**src/shared/diag_regs_pkg.sv**
```systemverilog
// Package with the register map, field layout, reset values and types of the diagnostic registers.
package diag_regs_pkg;
   localparam int ADDR_W = 16;
   localparam int DATA_W = 32;
   localparam int IDX_W  = 14;
   localparam int CRC_W  = 16;
   localparam int TEMP_W = 10;

   // Register indices; the byte address on the bus is four times the index.
   localparam logic [IDX_W-1:0] IDX_PRI_LOW     = 14'h1d3b;
   localparam logic [IDX_W-1:0] IDX_HIGH        = 14'h1d3c;
   localparam logic [IDX_W-1:0] IDX_ALT_LOW     = 14'h1d3d;
   localparam logic [IDX_W-1:0] IDX_CTRL        = 14'h1d5f;
   localparam logic [IDX_W-1:0] IDX_IRQ_STATUS  = 14'h1d60;
   localparam logic [IDX_W-1:0] IDX_IRQ_MASK    = 14'h1d61;
   localparam logic [IDX_W-1:0] IDX_FUSE_STATUS = 14'h1d62;

   // Field positions.
   localparam int HIGH_PRI_LSB      = 6;
   localparam int HIGH_ALT_LSB      = 0;
   localparam int CTRL_RETN_INJ_BIT = 0;
   localparam int CTRL_FUSE_INJ_BIT = 1;
   localparam int CTRL_FUSE_CLR_BIT = 2;
   localparam int IRQ_W             = 3;
   localparam int IRQ_RETN_BIT      = 0;
   localparam int IRQ_FUSE_BIT      = 1;
   localparam int IRQ_TEMP_BIT      = 2;

   // Values after reset.
   localparam logic [7:0]       TEMP_LOW_RESET   = 8'hff;
   localparam logic [1:0]       TEMP_UPPER_RESET = 2'h3;
   localparam logic [2:0]       CTRL_RESET       = 3'h0;
   localparam logic [IRQ_W-1:0] IRQ_RESET        = 3'h0;

   localparam logic [1:0] RESP_OKAY   = 2'h0;
   localparam logic [1:0] RESP_SLVERR = 2'h2;

   typedef struct packed {
      logic              valid;
      logic [TEMP_W-1:0] code;
   } temp_sample_t;

   typedef struct packed {
      logic             check;
      logic [CRC_W-1:0] calc;
      logic [CRC_W-1:0] stored;
   } crc_check_t;

   typedef enum logic [1:0] {
      WR_IDLE     = 2'b00,
      WR_GOT_ADDR = 2'b01,
      WR_GOT_DATA = 2'b10,
      WR_RESP     = 2'b11
   } wr_state_t;

   function automatic logic [IDX_W-1:0] reg_index(input logic [ADDR_W-1:0] addr);
      return addr[ADDR_W-1:2];
   endfunction : reg_index

   function automatic logic [CRC_W-1:0] corrupt_crc(input logic [CRC_W-1:0] calc,
                                                    input logic [CRC_W-1:0] stored,
                                                    input logic             inject);
      return inject ? ~stored : calc;
   endfunction : corrupt_crc
endpackage : diag_regs_pkg

```
**src/logic/crc_compare.sv**
```systemverilog
// CRC comparison with optional forced corruption, one check per strobe.
module crc_compare
   import diag_regs_pkg::*;
(
   input  wire logic                      clk_sys_in,
   input  wire logic                      reset_in,
   input  wire diag_regs_pkg::crc_check_t check_in,
   input  wire logic                      inject_in,
   output logic                           mismatch_out
);
   import diag_regs_pkg::*;

   // With injection off the computed value passes unchanged, so only real mismatches flag.
   always_ff @(posedge clk_sys_in) begin
      if (reset_in) begin
         mismatch_out <= 1'b0;
      end else begin
         mismatch_out <= check_in.check &&
            (corrupt_crc(check_in.calc, check_in.stored, inject_in) != check_in.stored);
      end
   end
endmodule : crc_compare

```
**src/logic/diag_temp_crc_inject_regs.sv**
```systemverilog
// Diagnostic temperature result and CRC fault injection registers behind an AXI4-Lite slave.
//
// Design decision made here: the AXI4-Lite register port.
module diag_temp_crc_inject_regs (
   input  wire logic                                clk_sys_in,
   input  wire logic                                reset_in,
   input  wire logic [diag_regs_pkg::ADDR_W-1:0]    s_axi_awaddr_in,
   input  wire logic                                s_axi_awvalid_in,
   output logic                                     s_axi_awready_out,
   input  wire logic [diag_regs_pkg::DATA_W-1:0]    s_axi_wdata_in,
   input  wire logic [3:0]                          s_axi_wstrb_in,
   input  wire logic                                s_axi_wvalid_in,
   output logic                                     s_axi_wready_out,
   output logic [1:0]                               s_axi_bresp_out,
   output logic                                     s_axi_bvalid_out,
   input  wire logic                                s_axi_bready_in,
   input  wire logic [diag_regs_pkg::ADDR_W-1:0]    s_axi_araddr_in,
   input  wire logic                                s_axi_arvalid_in,
   output logic                                     s_axi_arready_out,
   output logic [diag_regs_pkg::DATA_W-1:0]         s_axi_rdata_out,
   output logic [1:0]                               s_axi_rresp_out,
   output logic                                     s_axi_rvalid_out,
   input  wire logic                                s_axi_rready_in,
   input  wire diag_regs_pkg::temp_sample_t         primary_temp_in,
   input  wire diag_regs_pkg::temp_sample_t         alternate_temp_in,
   input  wire diag_regs_pkg::crc_check_t           fuse_crc_in,
   input  wire diag_regs_pkg::crc_check_t           retained_mem_crc_in,
   output logic                                     fuse_crc_error_out,
   output logic                                     irq_out
);
   import diag_regs_pkg::*;

   wr_state_t               wr_state_reg;
   wr_state_t               wr_state_next;
   logic [ADDR_W-1:0]       awaddr_hold_reg;
   logic [DATA_W-1:0]       wdata_hold_reg;
   logic [3:0]              wstrb_hold_reg;
   logic                    aw_hs;
   logic                    w_hs;
   logic                    ar_hs;
   logic                    wr_commit;
   logic [IDX_W-1:0]        wr_idx;
   logic [DATA_W-1:0]       wr_data;
   logic [3:0]              wr_strb;
   logic                    wr_lane0;
   logic                    rvalid_next;
   logic [TEMP_W-1:0]       primary_temp_reg;
   logic [TEMP_W-1:0]       alternate_temp_reg;
   logic [2:0]              ctrl_reg;
   logic                    fuse_status_reg;
   logic [IRQ_W-1:0]        irq_status_reg;
   logic [IRQ_W-1:0]        irq_mask_reg;
   logic [IRQ_W-1:0]        irq_events;
   logic                    fuse_mismatch;
   logic                    retn_mismatch;
   logic [DATA_W-1:0]       read_value;
   logic                    read_mapped;

   assign aw_hs = s_axi_awvalid_in && s_axi_awready_out;
   assign w_hs  = s_axi_wvalid_in && s_axi_wready_out;
   assign ar_hs = s_axi_arvalid_in && s_axi_arready_out;

   crc_compare fuse_check (
      .clk_sys_in   (clk_sys_in),
      .reset_in     (reset_in),
      .check_in     (fuse_crc_in),
      .inject_in    (ctrl_reg[CTRL_FUSE_INJ_BIT]),
      .mismatch_out (fuse_mismatch)
   );

   crc_compare retention_check (
      .clk_sys_in   (clk_sys_in),
      .reset_in     (reset_in),
      .check_in     (retained_mem_crc_in),
      .inject_in    (ctrl_reg[CTRL_RETN_INJ_BIT]),
      .mismatch_out (retn_mismatch)
   );

   // Write channel sequencing; address and data may arrive in either order.
   always_comb begin
      wr_state_next = wr_state_reg;
      wr_commit     = 1'b0;
      case (wr_state_reg)
         WR_IDLE: begin
            if (aw_hs && w_hs) begin
               wr_commit     = 1'b1;
               wr_state_next = WR_RESP;
            end else if (aw_hs) begin
               wr_state_next = WR_GOT_ADDR;
            end else if (w_hs) begin
               wr_state_next = WR_GOT_DATA;
            end
         end
         WR_GOT_ADDR: begin
            if (w_hs) begin
               wr_commit     = 1'b1;
               wr_state_next = WR_RESP;
            end
         end
         WR_GOT_DATA: begin
            if (aw_hs) begin
               wr_commit     = 1'b1;
               wr_state_next = WR_RESP;
            end
         end
         WR_RESP: begin
            if (s_axi_bready_in) begin
               wr_state_next = WR_IDLE;
            end
         end
         default: begin
            wr_state_next = WR_IDLE;
         end
      endcase
   end

   assign wr_idx   = reg_index((wr_state_reg == WR_GOT_ADDR) ? awaddr_hold_reg : s_axi_awaddr_in);
   assign wr_data  = (wr_state_reg == WR_GOT_DATA) ? wdata_hold_reg : s_axi_wdata_in;
   assign wr_strb  = (wr_state_reg == WR_GOT_DATA) ? wstrb_hold_reg : s_axi_wstrb_in;
   assign wr_lane0 = wr_commit && wr_strb[0];

   always_ff @(posedge clk_sys_in) begin
      if (reset_in) begin
         wr_state_reg      <= WR_IDLE;
         s_axi_awready_out <= 1'b1;
         s_axi_wready_out  <= 1'b1;
         awaddr_hold_reg   <= '0;
         wdata_hold_reg    <= '0;
         wstrb_hold_reg    <= '0;
      end else begin
         wr_state_reg      <= wr_state_next;
         s_axi_awready_out <= (wr_state_next == WR_IDLE) || (wr_state_next == WR_GOT_DATA);
         s_axi_wready_out  <= (wr_state_next == WR_IDLE) || (wr_state_next == WR_GOT_ADDR);
         if (aw_hs) begin
            awaddr_hold_reg <= s_axi_awaddr_in;
         end
         if (w_hs) begin
            wdata_hold_reg <= s_axi_wdata_in;
            wstrb_hold_reg <= s_axi_wstrb_in;
         end
      end
   end

   // Write response; read-only registers accept writes silently, holes answer an error.
   always_ff @(posedge clk_sys_in) begin
      if (reset_in) begin
         s_axi_bvalid_out <= 1'b0;
         s_axi_bresp_out  <= RESP_OKAY;
      end else if (wr_commit) begin
         s_axi_bvalid_out <= 1'b1;
         s_axi_bresp_out  <= (wr_idx >= IDX_PRI_LOW && wr_idx <= IDX_ALT_LOW) ||
                             (wr_idx >= IDX_CTRL && wr_idx <= IDX_FUSE_STATUS) ?
                             RESP_OKAY : RESP_SLVERR;
      end else if (s_axi_bready_in) begin
         s_axi_bvalid_out <= 1'b0;
      end
   end

   // Results are held as the sensor's raw half-Kelvin code, never rescaled here.
   always_ff @(posedge clk_sys_in) begin
      if (reset_in) begin
         primary_temp_reg   <= {TEMP_UPPER_RESET, TEMP_LOW_RESET};
         alternate_temp_reg <= {TEMP_UPPER_RESET, TEMP_LOW_RESET};
      end else begin
         if (primary_temp_in.valid) begin
            primary_temp_reg <= primary_temp_in.code;
         end
         if (alternate_temp_in.valid) begin
            alternate_temp_reg <= alternate_temp_in.code;
         end
      end
   end

   // The clear bit stays set for exactly one cycle, long enough to reach the status flag.
   always_ff @(posedge clk_sys_in) begin
      if (reset_in) begin
         ctrl_reg <= CTRL_RESET;
      end else begin
         ctrl_reg[CTRL_FUSE_CLR_BIT] <= wr_lane0 && (wr_idx == IDX_CTRL) &&
                                        wr_data[CTRL_FUSE_CLR_BIT];
         if (wr_lane0 && (wr_idx == IDX_CTRL)) begin
            ctrl_reg[CTRL_FUSE_INJ_BIT] <= wr_data[CTRL_FUSE_INJ_BIT];
            ctrl_reg[CTRL_RETN_INJ_BIT] <= wr_data[CTRL_RETN_INJ_BIT];
         end
      end
   end

   // A mismatch in the clearing cycle wins, so no real error is lost.
   always_ff @(posedge clk_sys_in) begin
      if (reset_in) begin
         fuse_status_reg    <= 1'b0;
         fuse_crc_error_out <= 1'b0;
      end else begin
         if (fuse_mismatch) begin
            fuse_status_reg <= 1'b1;
         end else if (ctrl_reg[CTRL_FUSE_CLR_BIT]) begin
            fuse_status_reg <= 1'b0;
         end
         fuse_crc_error_out <= fuse_status_reg;
      end
   end

   assign irq_events[IRQ_RETN_BIT] = retn_mismatch;
   assign irq_events[IRQ_FUSE_BIT] = fuse_mismatch;
   assign irq_events[IRQ_TEMP_BIT] = primary_temp_in.valid || alternate_temp_in.valid;

   always_ff @(posedge clk_sys_in) begin
      if (reset_in) begin
         irq_status_reg <= IRQ_RESET;
         irq_mask_reg   <= IRQ_RESET;
         irq_out        <= 1'b0;
      end else begin
         if (wr_lane0 && (wr_idx == IDX_IRQ_STATUS)) begin
            irq_status_reg <= (irq_status_reg & ~wr_data[IRQ_W-1:0]) | irq_events;
         end else begin
            irq_status_reg <= irq_status_reg | irq_events;
         end
         if (wr_lane0 && (wr_idx == IDX_IRQ_MASK)) begin
            irq_mask_reg <= wr_data[IRQ_W-1:0];
         end
         irq_out <= |(irq_status_reg & irq_mask_reg);
      end
   end

   always_comb begin
      read_value  = '0;
      read_mapped = 1'b1;
      case (reg_index(s_axi_araddr_in))
         IDX_PRI_LOW: begin
            read_value[7:0] = primary_temp_reg[7:0];
         end
         IDX_HIGH: begin
            read_value[HIGH_PRI_LSB +: 2] = primary_temp_reg[TEMP_W-1:8];
            read_value[HIGH_ALT_LSB +: 2] = alternate_temp_reg[TEMP_W-1:8];
         end
         IDX_ALT_LOW: begin
            read_value[7:0] = alternate_temp_reg[7:0];
         end
         IDX_CTRL: begin
            read_value[2:0] = ctrl_reg;
         end
         IDX_IRQ_STATUS: begin
            read_value[IRQ_W-1:0] = irq_status_reg;
         end
         IDX_IRQ_MASK: begin
            read_value[IRQ_W-1:0] = irq_mask_reg;
         end
         IDX_FUSE_STATUS: begin
            read_value[0] = fuse_status_reg;
         end
         default: begin
            read_mapped = 1'b0;
         end
      endcase
   end

   assign rvalid_next = ar_hs ? 1'b1 : (s_axi_rvalid_out && s_axi_rready_in) ? 1'b0 :
                        s_axi_rvalid_out;

   always_ff @(posedge clk_sys_in) begin
      if (reset_in) begin
         s_axi_rvalid_out  <= 1'b0;
         s_axi_arready_out <= 1'b1;
         s_axi_rdata_out   <= '0;
         s_axi_rresp_out   <= RESP_OKAY;
      end else begin
         s_axi_rvalid_out  <= rvalid_next;
         s_axi_arready_out <= !rvalid_next;
         if (ar_hs) begin
            s_axi_rdata_out <= read_value;
            s_axi_rresp_out <= read_mapped ? RESP_OKAY : RESP_SLVERR;
         end
      end
   end

   property p_fuse_clear;
      @(posedge clk_sys_in) disable iff (reset_in)
      ctrl_reg[CTRL_FUSE_CLR_BIT] && !fuse_mismatch |=> !fuse_status_reg ##1 !fuse_crc_error_out;
   endproperty
   a_fuse_clear: assert property (p_fuse_clear)
      else $error("Fuse error status not cleared by clear bit.");

   property p_clear_self;
      @(posedge clk_sys_in) disable iff (reset_in)
      wr_lane0 && wr_idx == IDX_CTRL && wr_data[CTRL_FUSE_CLR_BIT]
      |=> ctrl_reg[CTRL_FUSE_CLR_BIT] ##1 !ctrl_reg[CTRL_FUSE_CLR_BIT];
   endproperty
   a_clear_self: assert property (p_clear_self)
      else $error("Fuse clear bit did not return to zero.");

   property p_fuse_inject;
      @(posedge clk_sys_in) disable iff (reset_in)
      fuse_crc_in.check && ctrl_reg[CTRL_FUSE_INJ_BIT] |=> ##1 fuse_status_reg;
   endproperty
   a_fuse_inject: assert property (p_fuse_inject)
      else $error("Injected fuse CRC error was not flagged.");

   property p_retn_inject;
      @(posedge clk_sys_in) disable iff (reset_in)
      retained_mem_crc_in.check && ctrl_reg[CTRL_RETN_INJ_BIT] |-> ##2 irq_status_reg[IRQ_RETN_BIT];
   endproperty
   a_retn_inject: assert property (p_retn_inject)
      else $error("Injected retention CRC error did not raise its flag.");

   property p_genuine_only;
      @(posedge clk_sys_in) disable iff (reset_in)
      fuse_crc_in.check && !ctrl_reg[CTRL_FUSE_INJ_BIT] && fuse_crc_in.calc == fuse_crc_in.stored
      |=> !fuse_mismatch;
   endproperty
   a_genuine_only: assert property (p_genuine_only)
      else $error("Fuse CRC flagged with matching values and no injection.");

   property p_high_read;
      @(posedge clk_sys_in) disable iff (reset_in)
      ar_hs && reg_index(s_axi_araddr_in) == IDX_HIGH
      |=> s_axi_rdata_out[7:6] == $past(primary_temp_reg[9:8])
          && s_axi_rdata_out[1:0] == $past(alternate_temp_reg[9:8])
          && s_axi_rdata_out[5:2] == 4'h0;
   endproperty
   a_high_read: assert property (p_high_read)
      else $error("High result register layout wrong.");

   property p_alt_reset;
      @(posedge clk_sys_in)
      reset_in ##1 !reset_in && !alternate_temp_in.valid |-> alternate_temp_reg[7:0] == 8'hff;
   endproperty
   a_alt_reset: assert property (p_alt_reset)
      else $error("Alternate low byte not all ones after reset.");

   property p_pri_capture;
      @(posedge clk_sys_in) disable iff (reset_in)
      primary_temp_in.valid |=> primary_temp_reg == $past(primary_temp_in.code)
                                && primary_temp_reg[7:0] == $past(primary_temp_in.code[7:0]);
   endproperty
   a_pri_capture: assert property (p_pri_capture)
      else $error("Primary temperature code not captured.");
endmodule : diag_temp_crc_inject_regs

```
**config.mk**
```make
export PLATFORM = sky130hd
export DESIGN_NAME = diag_temp_crc_inject_regs
export DESIGN_NICKNAME = d
export VERILOG_FILES = /design/src/shared/diag_regs_pkg.sv /design/src/logic/crc_compare.sv /design/src/logic/diag_temp_crc_inject_regs.sv
export SDC_FILE = /design/constraint.sdc
export NUM_CORES = 1
export LEC_CHECK = 0
export BUFFER_PORTS_ARGS = -buffer_cell sky130_fd_sc_hd__buf_2
export CORE_UTILIZATION = 45
export CTS_BUF_LIST = sky130_fd_sc_hd__clkbuf_4 sky130_fd_sc_hd__clkbuf_8
export DETAILED_ROUTE_END_ITERATION = 6
export PLACE_DENSITY = 0.81
export RECOVER_POWER = 25
export SYNTH_ARGS = -nofsm -noshare
export SYNTH_HDL_FRONTEND = slang
export SYNTH_HIERARCHICAL = 1
export SYNTH_SLANG_ARGS = --single-unit
```
**constraint.sdc**
```tcl
create_clock -name clk_sys_in -period 2.3 [get_ports clk_sys_in]
set_clock_uncertainty 0.05 [all_clocks]
set_input_delay 0.23 -clock clk_sys_in [delete_from_list [all_inputs] [get_ports clk_sys_in]]
set_output_delay 0.23 -clock clk_sys_in [all_outputs]
set_load 0.03 [all_outputs]
```
==> reports/results.ini, run 1 <==
[synth]
yosys-top-cells-area=dfxtp_1 (38%), mux2i_1 (7.7%), xor2_1 (7.7%)
synth.most_common_cell=dfxtp_1
synth_area_um2=3620
synth_top_cell_area_share=0.382
synth_top_flop_cell=dfxtp_1
seq_area_frac_synth=0.382
syn_inst=413
async_flop_share=0
synth-edff-count=0
synth.distinct_cells=51
yosys-top-cells-count=dfxtp_1 (69), nand2_1 (67), xor2_1 (32)
ys_ff_latch=69
synth_warnings=6
synth_top_cell_by_area=dfxtp_1
synth_area_per_cell_um2=8.76

[layout]
stdcell_area_um2=4560
nFillCells=687
drive_gt1_frac=0.321
diodes=0
largest_reg_flops=14
syn_to_final_growth_pct=26.1
nNetsFinal=719

[die]
dieArea_um2=8410
pin_count=206
die-height_um=91.7
core_um2=7770
start_util=0.466
rows=32
die_x_um=91.7

[grt]
groute.usage.overall=0.222
grt_max_degree=25
grt_pass1_wl_mm=14.9
grt-ovfl-total=0
grt_pass1_vias=3315
antenna_found_initial=0

[routing]
via_per_inst=5.20
drt_iter0_drc=185
first_pass_iters=4
route.final.wire_length_mm=9.03
antenna_left=0
vias=3449
drc=0
avgRoutedWirePerCell_um=13.6

[power]
p_leak_nw=2.16
comb_power_share=0.178
p_per_area_nw_per_um2=654
clkPwrFrac=0.382
swShare=0.292
seqPwrFrac=0.440
p_int_mw=2.11
vdd_drop_max_v=0.000487
p_switching_mw=0.871
power_mw=2.98

[status]
outcome=finished clean

[clock_tree]
insertion_delay_ps=350
cts_hold_buffers=0
h-tree-depth=3
cts_resized=0
clkTransAtPathRegs_ps=90
post_cts_buffers=0
cts_tree=built
cts_sinks=69
numCtsBuffers=9
clockRootBuffer=clkbuf_8
clk_path_buf_depth=2

[place]
dp_slack_ps=187
placed_area_um2=4340
gp_congestion=0.850
port_buffers=143
dp_hpwl_mm=6.89

[setup_path]
reg2reg_depth=5
required_ps=2480
critPathLaunchType=flip-flop
worstPathArrival_ps=2300
ff2ff_setup_slack_ps=180
worst_r2r_endpoint=ctrl_reg[1]
crit_type=flip-flop to flip-flop
cp_max_fo=8
reg2reg_from=wr_state_reg[0]
end_kind=flip-flop

[timing]
worst_slack_ps=184
hold-worst-slack_ps=42.9
tightest_slew_ps=1050
setup_tns_ps=0
slew-limit-headroom=0.301
hold_viol=0
min_period_over_period=0.920
period_needed_ps=2120
rsz0062_at_grt=no
drv_slew=0
max_clock_freq_mhz=473
setup_viol=0

[min_path]
hp-start=alternate_temp_in[8]
whs_path_depth=3
hold_path_end=alternate_temp_reg[8]
hold_class=input port to flip-flop

[run]
maxCapViolations=0

metrics by stage:
| stage | cells | util |
|---|---|---|
| final | 663 | 0.587 |
| after global routing | 663 | 0.587 |
| after CTS | 663 | 0.588 |
| after detailed placement | 647 | 0.559 |
| after global placement | 647 | 0.559 |
| after floorplan | 438 | - |
worst max-delay path by stage:
stage | startpoint | endpoint | slack [ps] | cells past startpoint
after floorplan | s_axi_wready_out | ctrl_reg[0] | 260 | 5
after global placement | wr_state_reg[0] | ctrl_reg[0] | 260 | 5
after detailed placement | wr_state_reg[0] | ctrl_reg[1] | 190 | 5
after CTS | wr_state_reg[0] | ctrl_reg[1] | 180 | 5
after global routing | wr_state_reg[0] | ctrl_reg[1] | 90 | 5
final | wr_state_reg[0] | ctrl_reg[1] | 180 | 5
per-layer routing:
metal / vias up / part of all wire / global-route usage
met3: 18 / 0.076 / 0.0531
met5: - / 0 / 0
met2: 152 / 0.50 / 0.396
li1: 1686 / - / -
met4: 0 / 0.017 / 0.0833
met1: 1593 / 0.41 / 0.255
worst max-delay path, stage by stage (launching register included):
cell and delay (ps):
dfxtp_1 380, nand2b_1 320, mux2i_4 330, o2111ai_1 180, or3b_4 450, mux2_4 300
cell usage in the layout (no fill, tap or decap), drive strengths merged, types with 4 or more instances in the layout:
master  Yosys  final
mux2i      29     29
and4b       5      5
nand3b      4      4
a221oi      8      8
nand3       5      5
inv        11     15
conb        1     26
dfxtp      69     69
nor4       12     12
xor2       32     32
a21oi      29     29
and3        4      4
mux2       11     11
clkbuf     11     11
nor2       21     21
nand2      67     67
nor3       13     13
nor2b       6      6
buf        31    147
a211oi      5      5
power by group through the flow:
stage          Clock, mW  Sequential (mW)  Combinational, mW
6_report            1.14             1.31              0.530
5_1_grt             1.22             1.32              0.584
4_1_cts             1.16             1.31              0.533
3_5_place_dp           0             1.34              0.529
3_3_place_gp           0             1.33              0.517
2_1_floorplan          0             1.37              0.331
cell type report:
cell class	instances	area [um2]	share of cell area
Sequential cell	69	1380	0.303
Multi-Input combinational cell	316	2030	0.444
Clock buffer	9	124	0.0271
Clock inverter	7	105	0.0230
Inverter	11	41.3	0.00905
Timing Repair Buffer	149	756	0.166
Tap cell	102	128	0.0280
cell families (layout without fill, tap and decap cells):
logic type / after synthesis / count (layout) / share of synthesized area
xor gates and xnor gates: 32 / 32 / 0.0774
and+or+nand+nor: 160 / 160 / 0.228
AOI/OAI and AO/OA: 58 / 58 / 0.108
buffers and inverters: 53 / 176 / 0.0840
muxes: 40 / 40 / 0.120
other: 1 / 26 / 0.00104
DFF: 69 / 69 / 0.382
Power figures use the tool's default switching activity.
==> run 2, diff against run 1 <==
- CAP_MARGIN: default -> 15
- clock period: 2.3 -> 2.1 ns (I/O delays scaled with it)
==> reports/results.ini, run 2 (synthesis results as in run 1) <==
[grt]
grt_pass1_wl_mm=14.7
grt-ovfl-total=0
grt_max_degree=46
antenna_found_initial=0
grt_pass1_vias=3307
groute.usage.overall=0.218

[timing]
setup_viol=0
min_period_over_period=0.974
tightest_slew_ps=951
hold_viol=0
period_needed_ps=2040
hold-worst-slack_ps=36.2
setup_tns_ps=0
max_clock_freq_mhz=489
drv_slew=0
slew-limit-headroom=0.366
rsz0062_at_grt=yes

[setup_path]
crit_path_cell_trace=buf_4, and2b_2, nor3b_4, o2111ai_2, or3b_4, mux2_4
end_kind=flip-flop
worstPathArrival_ps=2220
crit_type=flip-flop to flip-flop
critPathLaunchType=flip-flop
required_ps=2270
critPathMaxStageDelay_ps=460
worst_path_max_delay_cell=or3b_4
cp_max_fo=7

[layout]
drive_gt1_frac=0.340
final_cell_mix=buf_2 (142), nand2_1 (67), dfxtp_1 (67)
syn_to_final_growth_pct=26.7
nFillCells=732
fin_cells=670
nNetsFinal=727
stdcell_area_um2=4580
diodes=0
largest_reg_flops=14
final_common_cell=buf_2

[die]
dieArea_um2=8410
start_util=0.466
die_x_um=91.7
die-height_um=91.7
core_um2=7770
pin_count=206
rows=32

[place]
dp_hpwl_mm=7.07
place_inst=652
placed_area_um2=4380
port_buffers=143
gp_congestion=0.899

[power]
p_leak_nw=2.17
swShare=0.295
p_switching_mw=0.881
p_int_mw=2.10
clkPwrFrac=0.315
p_per_area_nw_per_um2=651
comb_power_share=0.205
vdd_drop_max_v=0.000525
power_mw=2.98
seqPwrFrac=0.480

[routing]
avgRoutedWirePerCell_um=13.5
first_pass_iters=4
drc=0
drt_iter0_drc=160
via_per_inst=5.11
vias=3424
antenna_left=0
route.final.wire_length_mm=9.08

[clock_tree]
clkTransAtPathRegs_ps=70
h-tree-depth=3
cts_tree=built
clockRootBuffer=clkbuf_8
cts_sinks=69
numCtsBuffers=9
clk_path_buf_depth=2
insertion_delay_ps=330

[status]
outcome=finished clean

[run]
maxCapViolations=0

[min_path]
hold_class=input port to flip-flop

run 2: changes by cell type in the layout (fill, tap and decap cells not counted), moves of 2 or more:
cell,change
inv_6,-3
dfxtp_2,+2
clkinv_2,+2
dfxtp_1,-2
buf_4,+7
bufinv_16,-2
run 2: worst max-delay path: cells and delay by family, from the launching register on:
family          cells  cell delay (ps)
compound gates      1              140
simple gates        3              970
buf+inv             1              140
flops               1              330
mux                 1              310
run 2: timing repair:
item	in CTS	in global routing
resized for setup	0	7
endpoints found under the setup margin	0	6
hold buffers	0	0
setup buffers	0	3
endpoints found under the hold margin	0	0
run 2: per-stage QoR:
step	util	setup WS (ps)
after floorplan	-	56.9
after global placement	0.563	103
after detailed placement	0.563	55.2
after CTS	0.585	44.7
after global routing	0.590	-18.4
final	0.590	55.3
run 2: area by class of cell:
type | count | area, um2 | share of cell area
clock buffers | 11 | 145 | 0.0317
clock inverters | 4 | 25.0 | 0.00546
inverters | 11 | 41.3 | 0.00901
multi-input cells | 316 | 2050 | 0.447
flip-flops and latches | 69 | 1380 | 0.302
well taps | 102 | 128 | 0.0278
repair buffers | 157 | 813 | 0.177
run 2: layer usage:
layer  wire length [um]  vias to the layer above  track usage  part of all wire
li1                   -                     1706            -                 -
met3                701                        6       0.0688             0.077
met2               4620                      138        0.396              0.51
met5                  0                        -            0                 0
met1               3690                     1574        0.245              0.41
met4                 66                        0       0.0556            0.0073
run 2: power groups by stage:
stage	clock, mW	sequential (mW)	combinational (mW)
finish	0.941	1.43	0.611
global placement	0	1.46	0.584
global route	1.02	1.44	0.668
detailed placement	0	1.46	0.599
CTS	0.965	1.43	0.602
floorplan	0	1.50	0.362
run 2: final timing paths:
path,depth (start not counted),end,startpoint,slack [ps]
hold / removal,3,alternate_temp_reg[7],alternate_temp_in[7],40
hold reg to reg,2,awaddr_hold_reg[10],awaddr_hold_reg[10],410
setup reg to reg,6,ctrl_reg[1],wr_state_reg[1],60
setup / recovery,6,ctrl_reg[1],wr_state_reg[1],60
==> run 3, diff against run 2 <==
- CORE_MARGIN: default -> 10
- CORE_UTILIZATION: 45 -> 40
- PLACE_DENSITY: 0.81 -> 0.76
- clock period: 2.1 -> 1.7 ns (I/O delays scaled with it)
==> reports/results.ini, run 3 (synthesis results as in run 1) <==
[min_path]
whs_path_depth=3
hp-start=alternate_temp_in[2]
hold_path_end=alternate_temp_reg[2]
hold_class=input port to flip-flop

[grt]
grt_pass1_vias=3846
grt-ovfl-total=0
grt_max_degree=32
antenna_found_initial=1
groute.usage.overall=0.172
grt_pass1_wl_mm=18.6

[setup_path]
required_ps=1890
reg2reg_from=wr_state_reg[1]
worstPathArrival_ps=2170
worst_r2r_endpoint=ctrl_reg[1]
crit_type=flip-flop to flip-flop
ff2ff_setup_slack_ps=-280
reg2reg_depth=6
cp_max_fo=3
end_kind=flip-flop
critPathLaunchType=flip-flop

[layout]
final_common_cell=buf_2
post-route-util=0.590
syn_to_final_growth_pct=42.9
stdcell_area_um2=5170
drive_gt1_frac=0.395
nFillCells=733
nNetsFinal=768
fin_cells=720
final_cell_mix=buf_2 (143), nand2_1 (65), dfxtp_1 (65)
regArea_um2=1400
largest_reg_flops=14
multi_input_area_um2=2180

[place]
dp_hpwl_mm=8.93
port_buffers=143
gp_congestion=0.877
dp_slack_ps=-260
placed_area_um2=4580
place_inst=682

[power]
vdd_drop_max_v=0.000463
p_leak_nw=2.42
power_mw=4.25
p_per_area_nw_per_um2=823

[die]
die_x_um=115
rows=34
dieArea_um2=13300
start_util=0.413
pin_count=206
die-height_um=115
core_um2=8760

[timing]
max_clock_freq_mhz=504
min_period_over_period=1.17
rsz0062_at_grt=yes
worst_slack_ps=-282
hold_viol=0
period_needed_ps=1980
drv_slew=0
setup_tns_ps=-1240
slew-limit-headroom=0.623
setup_viol=10
tightest_slew_ps=561
hold-worst-slack_ps=13.3

[routing]
drc=0
drt-met1-wl_mm=4.72
avgRoutedWirePerCell_um=16.7
dr_wl_met2_mm=6.01
vias=3671
met3WireLength_mm=1.11
via_per_inst=5.10
first_pass_iters=4
drt_iter0_drc=186
dr.max_layer_used=met4
route.final.wire_length_mm=12.0
antenna_left=0

[run]
maxCapViolations=0

[clock_tree]
insertion_delay_ps=350
clkTransAtPathRegs_ps=80
numCtsBuffers=9
clk_path_buf_depth=2
cts_tree=built
clockRootBuffer=clkbuf_8
h-tree-depth=3
cts_sinks=69

[status]
violations=negative setup slack
outcome=finished with violations

run 3: worst max-delay path by stage:
stage | from | end | slack, ps | cells past startpoint
3_5_place_dp | wr_state_reg[1] | ctrl_reg[1] | -260 | 6
6_report | wr_state_reg[1] | ctrl_reg[1] | -280 | 6
5_1_grt | wr_state_reg[1] | ctrl_reg[1] | -360 | 6
2_1_floorplan | wr_state_reg[1] | ctrl_reg[0] | -140 | 6
4_1_cts | wr_state_reg[1] | ctrl_reg[1] | -270 | 6
3_3_place_gp | wr_state_reg[1] | ctrl_reg[0] | -230 | 6
run 3: worst max-delay path: stages, from the launching register on:
cell       delay, ps
dfxtp_4          380
buf_6            100
and2b_2          250
nor3b_4          210
o2111ai_2        140
or3b_4           440
mux2_4           310
run 3: per-layer routing:
layer | up-vias | track usage
li1 | 1790 | -
met1 | 1708 | 0.192
met2 | 155 | 0.292
met3 | 18 | 0.0615
met4 | 0 | 0.0685
met5 | - | 0
run 3: final cells by class:
class | count | area share
Antenna cell | 2 | 0.000968
Clock buffer | 9 | 0.0240
Clock inverter | 7 | 0.0203
Inverter | 11 | 0.00798
Multi-Input combinational cell | 316 | 0.421
Sequential cell | 69 | 0.270
Tap cell | 108 | 0.0261
Timing Repair Buffer | 198 | 0.230
run 3: repair_timing:
item                       in CTS  in global routing
hold endpoints to repair       18                  0
pin swaps                       8                  9
setup endpoints to repair      10                 10
hold buffers                   18                  0
gates resized for setup        21                 17
gates cloned                    0                  0
setup buffers                   3                  1
run 3: power by group:
group / switching [mW] / leakage, nW / total, mW / internal (mW)
Combinational: 0.500 / 1.73 / 0.912 / 0.412
Clock: 0.717 / 0.113 / 1.57 / 0.852
Sequential: 0.0609 / 0.570 / 1.77 / 1.71
Total: 1.28 / 2.42 / 4.25 / 2.98
